## config.mk

```make
export PLATFORM = sky130hd
export DESIGN_NAME = cdctl_top
export DESIGN_NICKNAME = d
export VERILOG_FILES = /design/src/inc/cdctl_pkg.sv /design/src/design/cdctl_top.sv
export VERILOG_INCLUDE_DIRS = /design/src /design/src/inc
export SDC_FILE = /design/constraint.sdc
export NUM_CORES = 1
export LEC_CHECK = 0
export ABC_AREA = 1
export BUFFER_PORTS_ARGS = -buffer_cell sky130_fd_sc_hd__buf_2
export CAP_MARGIN = 20
export CORE_UTILIZATION = 54
export CTS_CLUSTER_DIAMETER = 30
export DETAILED_ROUTE_END_ITERATION = 12
export PLACE_DENSITY = 0.77
export SLEW_MARGIN = 20
export SYNTH_ARGS = -nofsm -noshare
export SYNTH_HDL_FRONTEND = slang
export SYNTH_SLANG_ARGS = --single-unit
```

## constraint.sdc

```tcl
create_clock -name aclk -period 4.6 [get_ports aclk]
set_input_delay 0.46 -clock aclk [delete_from_list [all_inputs] [get_ports aclk]]
set_output_delay 0.46 -clock aclk [all_outputs]
set_load 0.01 [all_outputs]
```

## src/inc/cdctl_consts.svh

```systemverilog
// Purpose: Offsets, field positions and reset values of the clock control
// Assumes: 32-bit AXI4-Lite register words, byte addresses
`ifndef CDCTL_CONSTS_SVH
`define CDCTL_CONSTS_SVH

`define CDCTL_ADDR_W 8
`define CDCTL_OFS_CTRL 8'h00
`define CDCTL_OFS_MAIN 8'h04
`define CDCTL_OFS_CHAN 8'h08
`define CDCTL_OFS_LOGIC 8'h0c
`define CDCTL_OFS_TREF 8'h10
`define CDCTL_OFS_DELAY 8'h14
`define CDCTL_OFS_TEMP 8'h18
`define CDCTL_OFS_STAT 8'h1c

`define CDCTL_CTRL_RESET 0
`define CDCTL_CTRL_DIVRST 1
`define CDCTL_MAIN_SEL_LSB 0
`define CDCTL_MAIN_DIV_LSB 2
`define CDCTL_MAIN_MUL_LSB 5
`define CDCTL_CHAN_PATH_LSB 0
`define CDCTL_CHAN_BUF_LSB 4
`define CDCTL_CHAN_PWR_LSB 8
`define CDCTL_LOGIC_PRE_LSB 0
`define CDCTL_LOGIC_DIV_LSB 2
`define CDCTL_TREF_EN 0
`define CDCTL_TREF_GEN 1
`define CDCTL_TREF_PRE_LSB 2
`define CDCTL_TREF_DIV_LSB 4
`define CDCTL_TREF_DLY_LSB 16

`define CDCTL_RST_MAIN 32'h0000_0000
`define CDCTL_RST_CHAN 32'h000f_ffff
`define CDCTL_RST_LOGIC 32'h0000_0004
`define CDCTL_RST_TREF 32'h0000_0020
`define CDCTL_RST_DELAY 32'h0000_0000

`define CDCTL_RESP_OKAY 2'b00
`define CDCTL_RESP_SLVERR 2'b10
`define CDCTL_POR_WAIT_US 100

`endif

```

## src/inc/cdctl_pkg.sv

```systemverilog
// Purpose: Types of the clock control
// Assumes: Nothing
// Notes: Path selector codes
package cdctl_pkg;
  typedef enum logic [1:0] {
    CDCTL_PATH_BYPASS = 2'h0,
    CDCTL_PATH_DIVIDE = 2'h1,
    CDCTL_PATH_MULT = 2'h2
  } cdctl_path_t;
endpackage

```

## src/design/cdctl_top.sv

```systemverilog
// Purpose: Clock distribution control with AXI4-Lite registers
// Assumes: aclk stands for the input clock; one aclk cycle per input cycle
// Notes: Wave outputs model divider phases on aclk
`timescale 1ns/1ps
`default_nettype none
`include "cdctl_consts.svh"

module cdctl_divider #(
  parameter int W = 8
) (
  input wire logic aclk,
  input wire logic clr,
  input wire logic [W-1:0] period,
  output logic wave
);
  logic [W-1:0] cnt;
  logic [W-1:0] next_cnt;

  always_comb begin
    if (cnt + W'(1) >= period) begin
      next_cnt = '0;
    end else begin
      next_cnt = cnt + W'(1);
    end
  end

  // High for floor(period/2) cycles: 50% even, 33/40/43% for 3/5/7
  always_ff @(posedge aclk) begin
    if (clr) begin
      cnt <= '0;
      wave <= 1'b0;
    end else begin
      cnt <= next_cnt;
      if (period <= W'(1)) begin
        wave <= ~wave;
      end else begin
        wave <= (next_cnt < (period >> 1));
      end
    end
  end
endmodule // cdctl_divider

module cdctl_top
  import cdctl_pkg::*;
#(
  parameter int NCH = 4,
  parameter int NREF = 5,
  parameter int DLY_STAGES = 8
) (
  input wire logic aclk,
  input wire logic aresetn,
  input wire logic [`CDCTL_ADDR_W-1:0] s_axi_awaddr,
  input wire logic s_axi_awvalid,
  output logic s_axi_awready,
  input wire logic [31:0] s_axi_wdata,
  input wire logic [3:0] s_axi_wstrb,
  input wire logic s_axi_wvalid,
  output logic s_axi_wready,
  output logic [1:0] s_axi_bresp,
  output logic s_axi_bvalid,
  input wire logic s_axi_bready,
  input wire logic [`CDCTL_ADDR_W-1:0] s_axi_araddr,
  input wire logic s_axi_arvalid,
  output logic s_axi_arready,
  output logic [31:0] s_axi_rdata,
  output logic [1:0] s_axi_rresp,
  output logic s_axi_rvalid,
  input wire logic s_axi_rready,
  input wire logic timing_ref_request_input,
  input wire logic [9:0] temp_code,
  output logic [NCH-1:0] main_clock_out,
  output logic [NCH-1:0] channel_path_power,
  output logic [NCH-1:0] output_buffer_power,
  output logic [3*NCH-1:0] output_power_level,
  output logic [1:0] main_multiply_select,
  output logic multiplier_active,
  output logic logic_clock_output,
  output logic delay_generation_divider,
  output logic [NCH-1:0] timing_ref_out,
  output logic logic_timing_ref_output
);

  ////////////////////////////////////////////////////////////////////////
  // Registers and bus state
  logic [31:0] ctrl_reg;
  logic [31:0] main_reg;
  logic [31:0] chan_reg;
  logic [31:0] logic_reg;
  logic [31:0] tref_reg;
  logic [31:0] delay_reg;
  logic [9:0] temp_reg;
  logic soft_pulse;
  logic aw_full;
  logic w_full;
  logic [`CDCTL_ADDR_W-1:0] aw_addr;
  logic [31:0] w_data;
  logic [3:0] w_strb;
  logic do_write;
  logic [31:0] wr_word;
  logic [31:0] wr_merged;
  logic [31:0] rd_word;
  logic rd_hit;
  logic wr_hit;

  function automatic logic [31:0] merge(input logic [31:0] old,
      input logic [31:0] nw, input logic [3:0] strb);
    logic [31:0] res;
    res = old;
    for (int b = 0; b < 4; b++) begin
      if (strb[b]) begin
        res[8*b +: 8] = nw[8*b +: 8];
      end
    end
    return res;
  endfunction

  ////////////////////////////////////////////////////////////////////////
  // AXI4-Lite write channel
  assign do_write = aw_full && w_full && !s_axi_bvalid;

  always_ff @(posedge aclk) begin
    if (!aresetn) begin
      aw_full <= 1'b0;
      aw_addr <= '0;
      s_axi_awready <= 1'b1;
    end else if (s_axi_awvalid && s_axi_awready) begin
      aw_full <= 1'b1;
      aw_addr <= s_axi_awaddr;
      s_axi_awready <= 1'b0;
    end else if (s_axi_bvalid && s_axi_bready) begin
      aw_full <= 1'b0;
      s_axi_awready <= 1'b1;
    end
  end

  always_ff @(posedge aclk) begin
    if (!aresetn) begin
      w_full <= 1'b0;
      w_data <= '0;
      w_strb <= '0;
      s_axi_wready <= 1'b1;
    end else if (s_axi_wvalid && s_axi_wready) begin
      w_full <= 1'b1;
      w_data <= s_axi_wdata;
      w_strb <= s_axi_wstrb;
      s_axi_wready <= 1'b0;
    end else if (s_axi_bvalid && s_axi_bready) begin
      w_full <= 1'b0;
      s_axi_wready <= 1'b1;
    end
  end

  always_comb begin
    wr_hit = 1'b1;
    case (aw_addr)
      `CDCTL_OFS_CTRL: wr_word = ctrl_reg;
      `CDCTL_OFS_MAIN: wr_word = main_reg;
      `CDCTL_OFS_CHAN: wr_word = chan_reg;
      `CDCTL_OFS_LOGIC: wr_word = logic_reg;
      `CDCTL_OFS_TREF: wr_word = tref_reg;
      `CDCTL_OFS_DELAY: wr_word = delay_reg;
      default: begin
        wr_word = '0;
        wr_hit = 1'b0;
      end
    endcase
  end

  assign wr_merged = merge(wr_word, w_data, w_strb);

  always_ff @(posedge aclk) begin
    if (!aresetn) begin
      s_axi_bvalid <= 1'b0;
      s_axi_bresp <= `CDCTL_RESP_OKAY;
    end else if (do_write) begin
      s_axi_bvalid <= 1'b1;
      s_axi_bresp <= wr_hit ? `CDCTL_RESP_OKAY : `CDCTL_RESP_SLVERR;
    end else if (s_axi_bready) begin
      s_axi_bvalid <= 1'b0;
    end
  end

  ////////////////////////////////////////////////////////////////////////
  // Configuration registers
  always_ff @(posedge aclk) begin
    if (!aresetn) begin
      ctrl_reg <= 32'h0;
      main_reg <= `CDCTL_RST_MAIN;
      chan_reg <= `CDCTL_RST_CHAN;
      logic_reg <= `CDCTL_RST_LOGIC;
      tref_reg <= `CDCTL_RST_TREF;
      delay_reg <= `CDCTL_RST_DELAY;
      soft_pulse <= 1'b0;
    end else begin
      soft_pulse <= 1'b0;
      if (do_write && wr_hit) begin
        if (aw_addr == `CDCTL_OFS_CTRL &&
            wr_merged[`CDCTL_CTRL_RESET]) begin
          ctrl_reg <= 32'h1;
          main_reg <= `CDCTL_RST_MAIN;
          chan_reg <= `CDCTL_RST_CHAN;
          logic_reg <= `CDCTL_RST_LOGIC;
          tref_reg <= `CDCTL_RST_TREF;
          delay_reg <= `CDCTL_RST_DELAY;
          soft_pulse <= 1'b1;
        end else begin
          ctrl_reg[`CDCTL_CTRL_RESET] <= 1'b0;
          case (aw_addr)
            `CDCTL_OFS_CTRL: ctrl_reg <= wr_merged
                & 32'h2;
            `CDCTL_OFS_MAIN: main_reg <= wr_merged
                & 32'h7f;
            `CDCTL_OFS_CHAN: chan_reg <= wr_merged
                & 32'hf_ffff;
            `CDCTL_OFS_LOGIC: logic_reg <= wr_merged
                & 32'hfff;
            `CDCTL_OFS_TREF: tref_reg <= wr_merged
                & 32'h3_ffff;
            `CDCTL_OFS_DELAY: delay_reg <= wr_merged
                & 32'h7fff;
            default: ;
          endcase
        end
      end
    end
  end

  always_ff @(posedge aclk) begin
    if (!aresetn) begin
      temp_reg <= '0;
    end else begin
      temp_reg <= temp_code;
    end
  end

  ////////////////////////////////////////////////////////////////////////
  // AXI4-Lite read channel
  always_comb begin
    rd_hit = 1'b1;
    case (s_axi_araddr)
      `CDCTL_OFS_CTRL: rd_word = ctrl_reg;
      `CDCTL_OFS_MAIN: rd_word = main_reg;
      `CDCTL_OFS_CHAN: rd_word = chan_reg;
      `CDCTL_OFS_LOGIC: rd_word = logic_reg;
      `CDCTL_OFS_TREF: rd_word = tref_reg;
      `CDCTL_OFS_DELAY: rd_word = delay_reg;
      `CDCTL_OFS_TEMP: rd_word = {22'h0, temp_reg};
      `CDCTL_OFS_STAT: rd_word = {22'h0, multiplier_active,
          logic_timing_ref_output, timing_ref_out, output_buffer_power};
      default: begin
        rd_word = '0;
        rd_hit = 1'b0;
      end
    endcase
  end

  always_ff @(posedge aclk) begin
    if (!aresetn) begin
      s_axi_arready <= 1'b1;
      s_axi_rvalid <= 1'b0;
      s_axi_rdata <= '0;
      s_axi_rresp <= `CDCTL_RESP_OKAY;
    end else if (s_axi_arvalid && s_axi_arready) begin
      s_axi_arready <= 1'b0;
      s_axi_rvalid <= 1'b1;
      s_axi_rdata <= rd_word;
      s_axi_rresp <= rd_hit ? `CDCTL_RESP_OKAY : `CDCTL_RESP_SLVERR;
    end else if (s_axi_rvalid && s_axi_rready) begin
      s_axi_rvalid <= 1'b0;
      s_axi_arready <= 1'b1;
    end
  end

  ////////////////////////////////////////////////////////////////////////
  // Divider periods
  cdctl_path_t path_sel;
  logic [2:0] div_code;
  logic [3:0] main_period;
  logic [11:0] logic_period;
  logic [13:0] tref_period;
  logic [11:0] tref_div;
  logic [4:0] dgen_period;
  logic div_clr;
  logic main_clr;
  logic main_wave;
  logic logic_wave;
  logic tref_wave;
  logic dgen_wave;

  assign path_sel = cdctl_path_t'(main_reg[`CDCTL_MAIN_SEL_LSB +: 2]);
  assign div_code = main_reg[`CDCTL_MAIN_DIV_LSB +: 3];
  assign div_clr = !aresetn || soft_pulse;
  assign main_clr = div_clr || ctrl_reg[`CDCTL_CTRL_DIVRST];

  // Code 0 is reserved and falls back to bypass
  always_comb begin
    if (path_sel == CDCTL_PATH_DIVIDE && div_code != 3'h0) begin
      main_period = {1'b0, div_code} + 4'h1;
    end else begin
      main_period = 4'h1;
    end
  end

  // Pre-divide codes 0/1/2 give 1/2/4; code 3 is treated as 4
  function automatic logic [2:0] pre_ratio(input logic [1:0] code);
    return (code == 2'h0) ? 3'h1 : ((code == 2'h1) ? 3'h2 : 3'h4);
  endfunction

  always_comb begin
    logic_period = 12'(pre_ratio(logic_reg[`CDCTL_LOGIC_PRE_LSB +: 2])
        * ((logic_reg[`CDCTL_LOGIC_DIV_LSB +: 10] == 10'h0) ? 10'h1
        : logic_reg[`CDCTL_LOGIC_DIV_LSB +: 10]));
    tref_div = tref_reg[`CDCTL_TREF_DIV_LSB +: 12];
    if (tref_div < 12'h2) begin
      tref_div = 12'h2;
    end
    tref_period = 14'(pre_ratio(tref_reg[`CDCTL_TREF_PRE_LSB +: 2])
        * tref_div);
    dgen_period = 5'h2 << tref_reg[`CDCTL_TREF_DLY_LSB +: 2];
  end

  cdctl_divider #(.W(4)) u_main_div (
    .aclk(aclk),
    .clr(main_clr),
    .period(main_period),
    .wave(main_wave)
  );

  cdctl_divider #(.W(12)) u_logic_div (
    .aclk(aclk),
    .clr(div_clr),
    .period(logic_period),
    .wave(logic_wave)
  );

  cdctl_divider #(.W(14)) u_tref_div (
    .aclk(aclk),
    .clr(div_clr),
    .period(tref_period),
    .wave(tref_wave)
  );

  cdctl_divider #(.W(5)) u_dgen_div (
    .aclk(aclk),
    .clr(div_clr),
    .period(dgen_period),
    .wave(dgen_wave)
  );

  ////////////////////////////////////////////////////////////////////////
  // Main outputs and power control
  always_ff @(posedge aclk) begin
    if (!aresetn) begin
      main_multiply_select <= 2'h0;
      multiplier_active <= 1'b0;
      logic_clock_output <= 1'b0;
      delay_generation_divider <= 1'b0;
    end else begin
      main_multiply_select <= main_reg[`CDCTL_MAIN_MUL_LSB +: 2];
      multiplier_active <= (path_sel == CDCTL_PATH_MULT);
      logic_clock_output <= logic_wave;
      delay_generation_divider <= dgen_wave;
    end
  end

  for (genvar i = 0; i < NCH; i++) begin : g_chan
    logic path_on;
    logic buf_on;
    assign path_on = chan_reg[`CDCTL_CHAN_PATH_LSB + i];
    assign buf_on = path_on && chan_reg[`CDCTL_CHAN_BUF_LSB + i];
    always_ff @(posedge aclk) begin
      if (!aresetn) begin
        channel_path_power[i] <= 1'b0;
        output_buffer_power[i] <= 1'b0;
        output_power_level[3*i +: 3] <= 3'h0;
        main_clock_out[i] <= 1'b0;
      end else begin
        channel_path_power[i] <= path_on;
        output_buffer_power[i] <= buf_on;
        output_power_level[3*i +: 3] <= buf_on
            ? chan_reg[`CDCTL_CHAN_PWR_LSB + 3*i +: 3] : 3'h0;
        main_clock_out[i] <= buf_on && main_wave;
      end
    end
  end

  ////////////////////////////////////////////////////////////////////////
  // Timing reference source and per-output delays
  logic req_sync;
  logic tref_src;
  logic [DLY_STAGES-1:0] dly_line;

  always_ff @(posedge aclk) begin
    if (!aresetn || soft_pulse) begin
      req_sync <= 1'b0;
      dly_line <= '0;
    end else begin
      req_sync <= timing_ref_request_input;
      dly_line <= {dly_line[DLY_STAGES-2:0], tref_src};
    end
  end

  assign tref_src = tref_reg[`CDCTL_TREF_EN] &&
      (tref_reg[`CDCTL_TREF_GEN] ? tref_wave : req_sync);

  for (genvar r = 0; r < NREF; r++) begin : g_ref
    logic tap;
    assign tap = dly_line[delay_reg[3*r +: 3]];
    if (r < NCH) begin : g_main_ref
      always_ff @(posedge aclk) begin
        if (!aresetn) begin
          timing_ref_out[r] <= 1'b0;
        end else begin
          timing_ref_out[r] <= tap;
        end
      end
    end else begin : g_logic_ref
      always_ff @(posedge aclk) begin
        if (!aresetn) begin
          logic_timing_ref_output <= 1'b0;
        end else begin
          logic_timing_ref_output <= tap;
        end
      end
    end
  end

endmodule // cdctl_top
`default_nettype wire

```

======== After elaboration in Yosys (flattened, before gate mapping) ========
Cells that the tools add are included.
word-level totals
  register bits after elaboration ......... 359
  input port bits ......................... 70
  output and inout bits ................... 75
  logic and storage cells ................. 218
operators by class
  add/subtract/negate cells ............... 5
  multiply operators ...................... 2
  order comparisons ....................... 18
  eq/ne operators ......................... 16
  shifts and indexed selects .............. 1
  mux-type cells .......................... 60
  bitwise operators ....................... 4
  reduce and logical (&&, ||, !) cells .... 54
operators with widths
  operator                 number
  $mux W32                 12
  $pmux W32 S8             1
  $pmux W20 S6             1
  $eq A8 B5 Y1 const B     6
  $eq A8 B4 Y1 const B     4
  $mux W1                  25
  $mux W12                 2
  $reduce_and A2 Y1        11
  $reduce_bool A2 Y1       11
  $lt A3 B4 Y1 const B     5
  $logic_and A1 B1 Y1      19
  $eq A8 B3 Y1 const B     2
  $logic_not A8 Y1         2
  $mux W8                  2
  $bmux W1 S3              5
  $add A14 B1 Y14 const B  1
  $ge A14 B14 Y1           1
  $le A14 B1 Y1 const B    1
  $lt A14 B13 Y1           1
  $mul A3 B12 Y14          1
  $mux W14                 1
  $add A12 B1 Y12 const B  1
  $ge A12 B12 Y1           1
  $le A12 B1 Y1 const B    1
  other kinds (29)         43

======== Logic depth before layout (Yosys ltp) ========
  word-level depth ........................ 8
  depth in mapped cells ................... 34
  gate-level depth less buffers ........... 33

======== Cells and area by module ========
From an unflattened synthesis, not the netlist that was laid out.
unflattened totals
  cells, all modules ...................... 2,083
  area total of the unflattened synthesis .. 14,088.5 um2
modules (own cells, without submodules)
  module                       instances  cells an instance  area an instance (um2)  sequential area each (um2)
  cdctl_top                    1          1,546              10,423.7                3,763.6
  cdctl_divider (u_tref_div)   1          221                1,488.9                 300.3
  cdctl_divider (u_logic_div)  1          193                1,278.7                 260.2
  cdctl_divider (u_dgen_div)   1          67                 484.2                   120.1
  cdctl_divider (u_main_div)   1          56                 412.9                   100.1

======== Least setup slack after synthesis ========
No wires, ideal clock.
  path kind ............................... reg-to-reg
  from .................................... register logic_reg[8]
  to ...................................... register u_logic_div.wave
  library setup time ...................... 70 ps
  data arrival time ....................... 4,888 ps
  data required time ...................... 4,530 ps
  setup slack ............................. -358 ps
  cell stages (with the launch flop) ...... 31
  buffers on the path ..................... 1
  period minus slack after synthesis ...... 4,958 ps
  path through ............................ dfxtp_1 -> nor4_1 -> a31oi_1 -> or2_2 -> fa_1 -> inv_1 -> ha_1 -> fa_1 -> nand4_1 -> nand3_1 -> nand2_1 -> nand2_1 -> nand2_1 -> nand2_1 -> xor2_1 -> ha_1 -> nand2_1 -> nor2_1 -> nand2_1 -> nor2_1 -> nand2_1 -> nand2_1 -> clkbuf_1 -> nor2_1 -> ha_1 -> a21o_1 -> a221oi_1 -> nand2_1 -> inv_1 -> nand2_1 -> a21oi_1
on the way
  word-level cells in the longest chain between the ends .. 7
  elaborated cells between the ends (all ways) .. 8
  those cells by class .................... mul (1); order compare (3); mux (3); reduce/logical (1)
ends and longest elaborated chain
  element                      line              RTL
  start, declared              cdctl_top.sv:88   logic [31:0] logic_reg;
  start signal, assigned       cdctl_top.sv:190  logic_reg <= `CDCTL_RST_LOGIC;
  start signal, assigned       cdctl_top.sv:202  logic_reg <= `CDCTL_RST_LOGIC;
  start signal, assigned       cdctl_top.sv:215  `CDCTL_OFS_LOGIC: logic_reg <= wr_merged
  $logic_not A10 Y1            cdctl_top.sv:311  * ((logic_reg[`CDCTL_LOGIC_DIV_LSB +: 10] == 10'h0) ? 10'h1
  $mux W10 *                   cdctl_top.sv:311
  $mul A3 B10 Y12 *            cdctl_top.sv:310  logic_period = 12'(pre_ratio(logic_reg[`CDCTL_LOGIC_PRE_LSB +: 2])
  $ge A12 B12 Y1 *             cdctl_top.sv:20   if (cnt + W'(1) >= period) begin
  $mux W12 *                   cdctl_top.sv:20
  via u_logic_div.next_cnt[9]  cdctl_top.sv:17   logic [W-1:0] next_cnt;
  $lt A12 B11 Y1 *             cdctl_top.sv:37   wave <= (next_cnt < (period >> 1));
  $mux W1 *                    cdctl_top.sv:34   if (period <= W'(1)) begin
  end signal, assigned         cdctl_top.sv:35   wave <= ~wave;
  end signal, assigned         cdctl_top.sv:37
  end, declared                cdctl_top.sv:14   output logic wave
Mark *: on every way through the listed nets, which the timed path passes. The rest lies on a longest branch.
A chain may end at the register's enable or synchronous reset.

======== Final worst setup path ========
  from .................................... register logic_reg[11]
  to ...................................... register u_logic_div.wave
Same word-level chain as after synthesis.

==> impl.org <==
** Placed design
- After legalization and detailed placement, the total HPWL measured ~31 mm.
- Final weighted congestion in routability-driven placement :: between 0.9 and 1
- Port bufs :: approximately 120
- Dpl ws :: -0.302 ns

** Global route
- Maximum number of pins on one net before global-route repair :: between 70 and 80
- Aggregate global routing overflow :: 0
- Tot GR Track Use :: 33.0%
- The first global-routing pass estimated slightly below 70 mm of wire.
- Vias in the first global route :: 13800
- Number of antenna violations at the first check in global routing :: 0

** Logic synthesis
- After synthesis, the largest family of logic cells by area is simple AND/OR/NAND/NOR gates.
- Synthesized-area fraction occupied by xor and xnor cells :: about 1.6%
- The synthesized netlist devotes 11.9% of its cell area to compound gates.
- Summed over its instances, the top area cell type makes up approximately 33% of the synthesized netlist area.
- The cell area that synthesis handed to floorplanning was 13800 um2.
- By instance count, the leading cell after synthesis is nand2_1.
- Proportion of synthesized chip area in sequential cells :: between 30% and 40%
- Yosys warnings :: 0
- After synthesis, the share of cell area in mux cells is 0%.
- Top post-synthesis cells by count :: nand2_1, inv_1, dfxtp_1
- Area fraction in and, or, nand and nor cells after synthesis :: between 30% and 40%
- Syn avg cell area :: about 6.7 um2
- After Yosys synthesis, full adders, half adders and majority gates account for about 11% of the synthesized area.
- Fraction of registers with async set/reset :: 0%
- Number of enable flip-flop cells after synthesis :: 0
- Yosys mapped the design onto 50 distinct sky130hd cell types.
- Number of synthesized register bits :: 227
- Cell type with the highest aggregate area in the netlist :: dfxtp_1
- Post-Synthesis Cells :: between 2000 and 2500
- Leading post-synthesis cells by cell area :: dfxtp_1, nand2_1, ha_1
- Flip-flop cell with the highest count after synthesis :: dfxtp_1

** Clock tree
- Number of H-tree levels :: 2
- The clock reaches the later pin of the worst-skew pair after 0.56 ns.
- The tree built by TritonCTS fans out to between 200 and 250 sinks.
- CTS Hold Bufs :: 0
- The tree is rooted in a clkbuf_16.
- No sink is reached through more buffers than the 3 on the longest clock path.
- TritonCTS clock tree :: done
- Register clock-pin slew on the reported worst setup and hold paths :: approximately 0.050 ns
- TritonCTS created 47 clock buffers.

** Floorplan
- Die boundary width :: 162 um
- Num rows :: between 50 and 60
- Full die area :: about 26000 um2
- The die is ~160 um tall.
- Initial cell density of the core :: between 50% and 60%
- The core region is between 20000 and 30000 um2.
- Number of primary I/O pins :: 145

** Setup path
- Reg-to-reg setup timing slack :: -0.23 ns
- Kind of start point of the critical path :: flip-flop
- STA classifies the critical path endpoint as a flip-flop.
- Most Frequent Cell on Critical Path :: nand2_1
- In this run the worst path has a maximum fanout of 5.
- In this design, the stage delay of the slowest critical-path cell is 0.50 ns.
- Data on the critical path is required at its endpoint by approximately 5.1 ns.
- The startpoint identified for the worst register-to-register timing path is logic_reg[11].
- The largest individual stage delay along the critical path comes from the cell fa_1.
- STA puts the critical path data arrival time at about 5.3 ns.
- The critical path in this run is classified as flip-flop to flip-flop.
- Counting cells, the worst reg-to-reg path comes to 29.
- In this run the critical register-to-register path is captured at u_logic_div.wave.

** Timing
- The final count of hold timing violations was 0.
- Minimum clock period after layout :: 4.83 ns
- Setup ws final :: -0.226 ns
- Slew Viols, Final :: 0
- Post-route worst hold slack :: between 0.09 and 0.1 ns
- Final worst clock skew :: just over 0.04 ns
- Static timing analysis puts the maximum clock frequency at roughly 210 MHz.
- Setup repair after global routing missed its margin :: yes
- Sum of negative setup slack :: -0.305 ns
- Setup violations remaining at the end of the flow were counted as 2.
- At the pin with the least slew margin, the transition time is 0.835 ns.
- Tightest slew margin relative to the limit :: approximately 44%
- Ratio of final minimum period to clock period :: 105%

** Route
- Number of design-rule violations left by the first detailed-router iteration :: 1571
- The routed layout has roughly 15000 vias.
- Dividing the detail-routed via count by the number of cells gives approximately 5.6.
- In the final routed layout, each cell accounts on average for approximately 17 um.
- The final layout contains routed wiring with a total length of ~44 mm.
- For this run, design rule violations remaining after detail routing come to 0.
- Count of TritonRoute iterations in the first routing pass :: 8
- Antenna Violating Nets Remaining :: 0

** Power
- Switching power summed over all nets :: 1.82 mW
- For this design the static power due to leakage is 8.63 nW.
- IR drop worst, VDD :: between 0.3 and 0.4 mV
- Power share of the sequential group :: 31.3%
- Per report_power, the clock group accounts for a little over half of the total.
- Per report_power, the combinational group accounts for around 15% of the total.
- Switch share :: 27.2%
- In this run the power density over the cells is 384 nW/um2.
- Internal power consumption :: between 4 and 5 mW
- Total chip power :: ~6.7 mW

** Worst hold path
- The path class of the tightest hold or removal check is input port to flip-flop.
- The worst hold path was traced through 3 stages.
- The path with the worst hold slack has its endpoint at temp_reg[5].
- Hold path start :: temp_code[5]

** Finish
- Fill cells in the final layout number about 2100.
- In the final design database the tool counted between 2000 and 2500 nets.
- Antenna diodes :: 0
- Cells fill just under 70% of the core in the end.
- Layout cells sized above 1 :: 18.6%
- Layout overhead on the synthesized area :: 25.9%

** Run status
- The run finished, with violations left.
- Violations in the final reports :: negative setup slack

** Flow run
- Across the run, the number of max-cap violations was 0.
power groups by stage:
stage                     clock network [mW]  logic (mW)  registers (mW)
after detailed placement                   0       0.782            2.13
after CTS                               3.62       0.967            2.10
after global routing                    3.73        1.09            2.10
final                                   3.60       0.999            2.10
after floorplan                            0       0.503            2.13
after global placement                     0       0.764            2.13
layout make-up:
type                            instances  area, um2  share of cell area, %
Multi-Input combinational cell       1455       8200                   47.0
Sequential cell                       227       4550                   26.1
Timing Repair Buffer                  223       1430                   8.19
Clock buffer                           55       1270                   7.26
Inverter                              303       1140                   6.55
Clock inverter                         33        443                   2.54
Tap cell                              330        413                   2.37
per-layer routing:
layer | track usage [%] | vias up | routed length, um
li1 | - | 7030 | -
met1 | 40.9 | 6831 | 17700
met2 | 55.1 | 724 | 20500
met3 | 5.62 | 133 | 3720
met4 | 16.9 | 0 | 2120
met5 | 0 | - | 0
cells in the final DEF, fill, tap and decap left out, types with 6 or more instances in the layout:
master	count
clkinvlp_4	9
buf_4	104
buf_2	116
nand3_2	9
o211ai_1	7
ha_1	77
nand2_1	504
nand3_1	155
nor3_1	45
conb_1	14
nand2_2	22
o21ai_0	85
nand4_1	39
nor2_2	10
dfxtp_1	223
inv_1	286
nand2_4	7
clkbuf_16	47
bufinv_16	7
a21oi_1	130
nor2_1	189
o22ai_1	22
o21bai_1	6
clkinv_2	8
ha_4	11
xor2_1	17
fa_1	18
clkbuf_8	6
inv_2	13
what timing repair did:
action	CTS	global route
pin swaps	53	18
resized for setup	60	25
cloned	2	0
buffers inserted	20	0
endpoints found under the setup margin	2	2
through the flow:
step           cell area, um2  std cells
3_3_place_gp            15200       2516
6_report                17400       2626
5_1_grt                 17400       2626
4_1_cts                 17300       2626
2_1_floorplan           14000       2071
3_5_place_dp            15200       2516
logic make-up after synthesis:
kind of cell / Yosys count
AO/OA/AOI/OAI: 295
XOR/XNOR: 25
buffers and inverters: 390
other: 1
AND/OR/NAND/NOR: 1009
flip-flops: 227
adder cells (fa/ha/maj): 111
critical path: cells and delay by family (launching register included):
kind                     cells  cell delay (ns)
flip-flops                   1             0.32
adder cells (fa/ha/maj)      5             1.62
XOR/XNOR                     1             0.15
buffers and inverters        2             0.10
AO/OA/AOI/OAI                4             0.70
AND/OR/NAND/NOR             17             1.86
how the worst max path moves through the flow:
stage | end | cells after the start | slack (ns) | startpoint
after floorplan | u_logic_div.wave | 30 | 0.006 | logic_reg[7]
after global placement | u_logic_div.wave | 30 | -0.15 | logic_reg[7]
after detailed placement | u_logic_div.wave | 30 | -0.30 | logic_reg[7]
after CTS | u_logic_div.wave | 29 | -0.06 | logic_reg[4]
after global routing | u_logic_div.wave | 33 | -0.55 | logic_reg[11]
final | u_logic_div.wave | 29 | -0.23 | logic_reg[11]
Power figures use the tool's default switching activity.
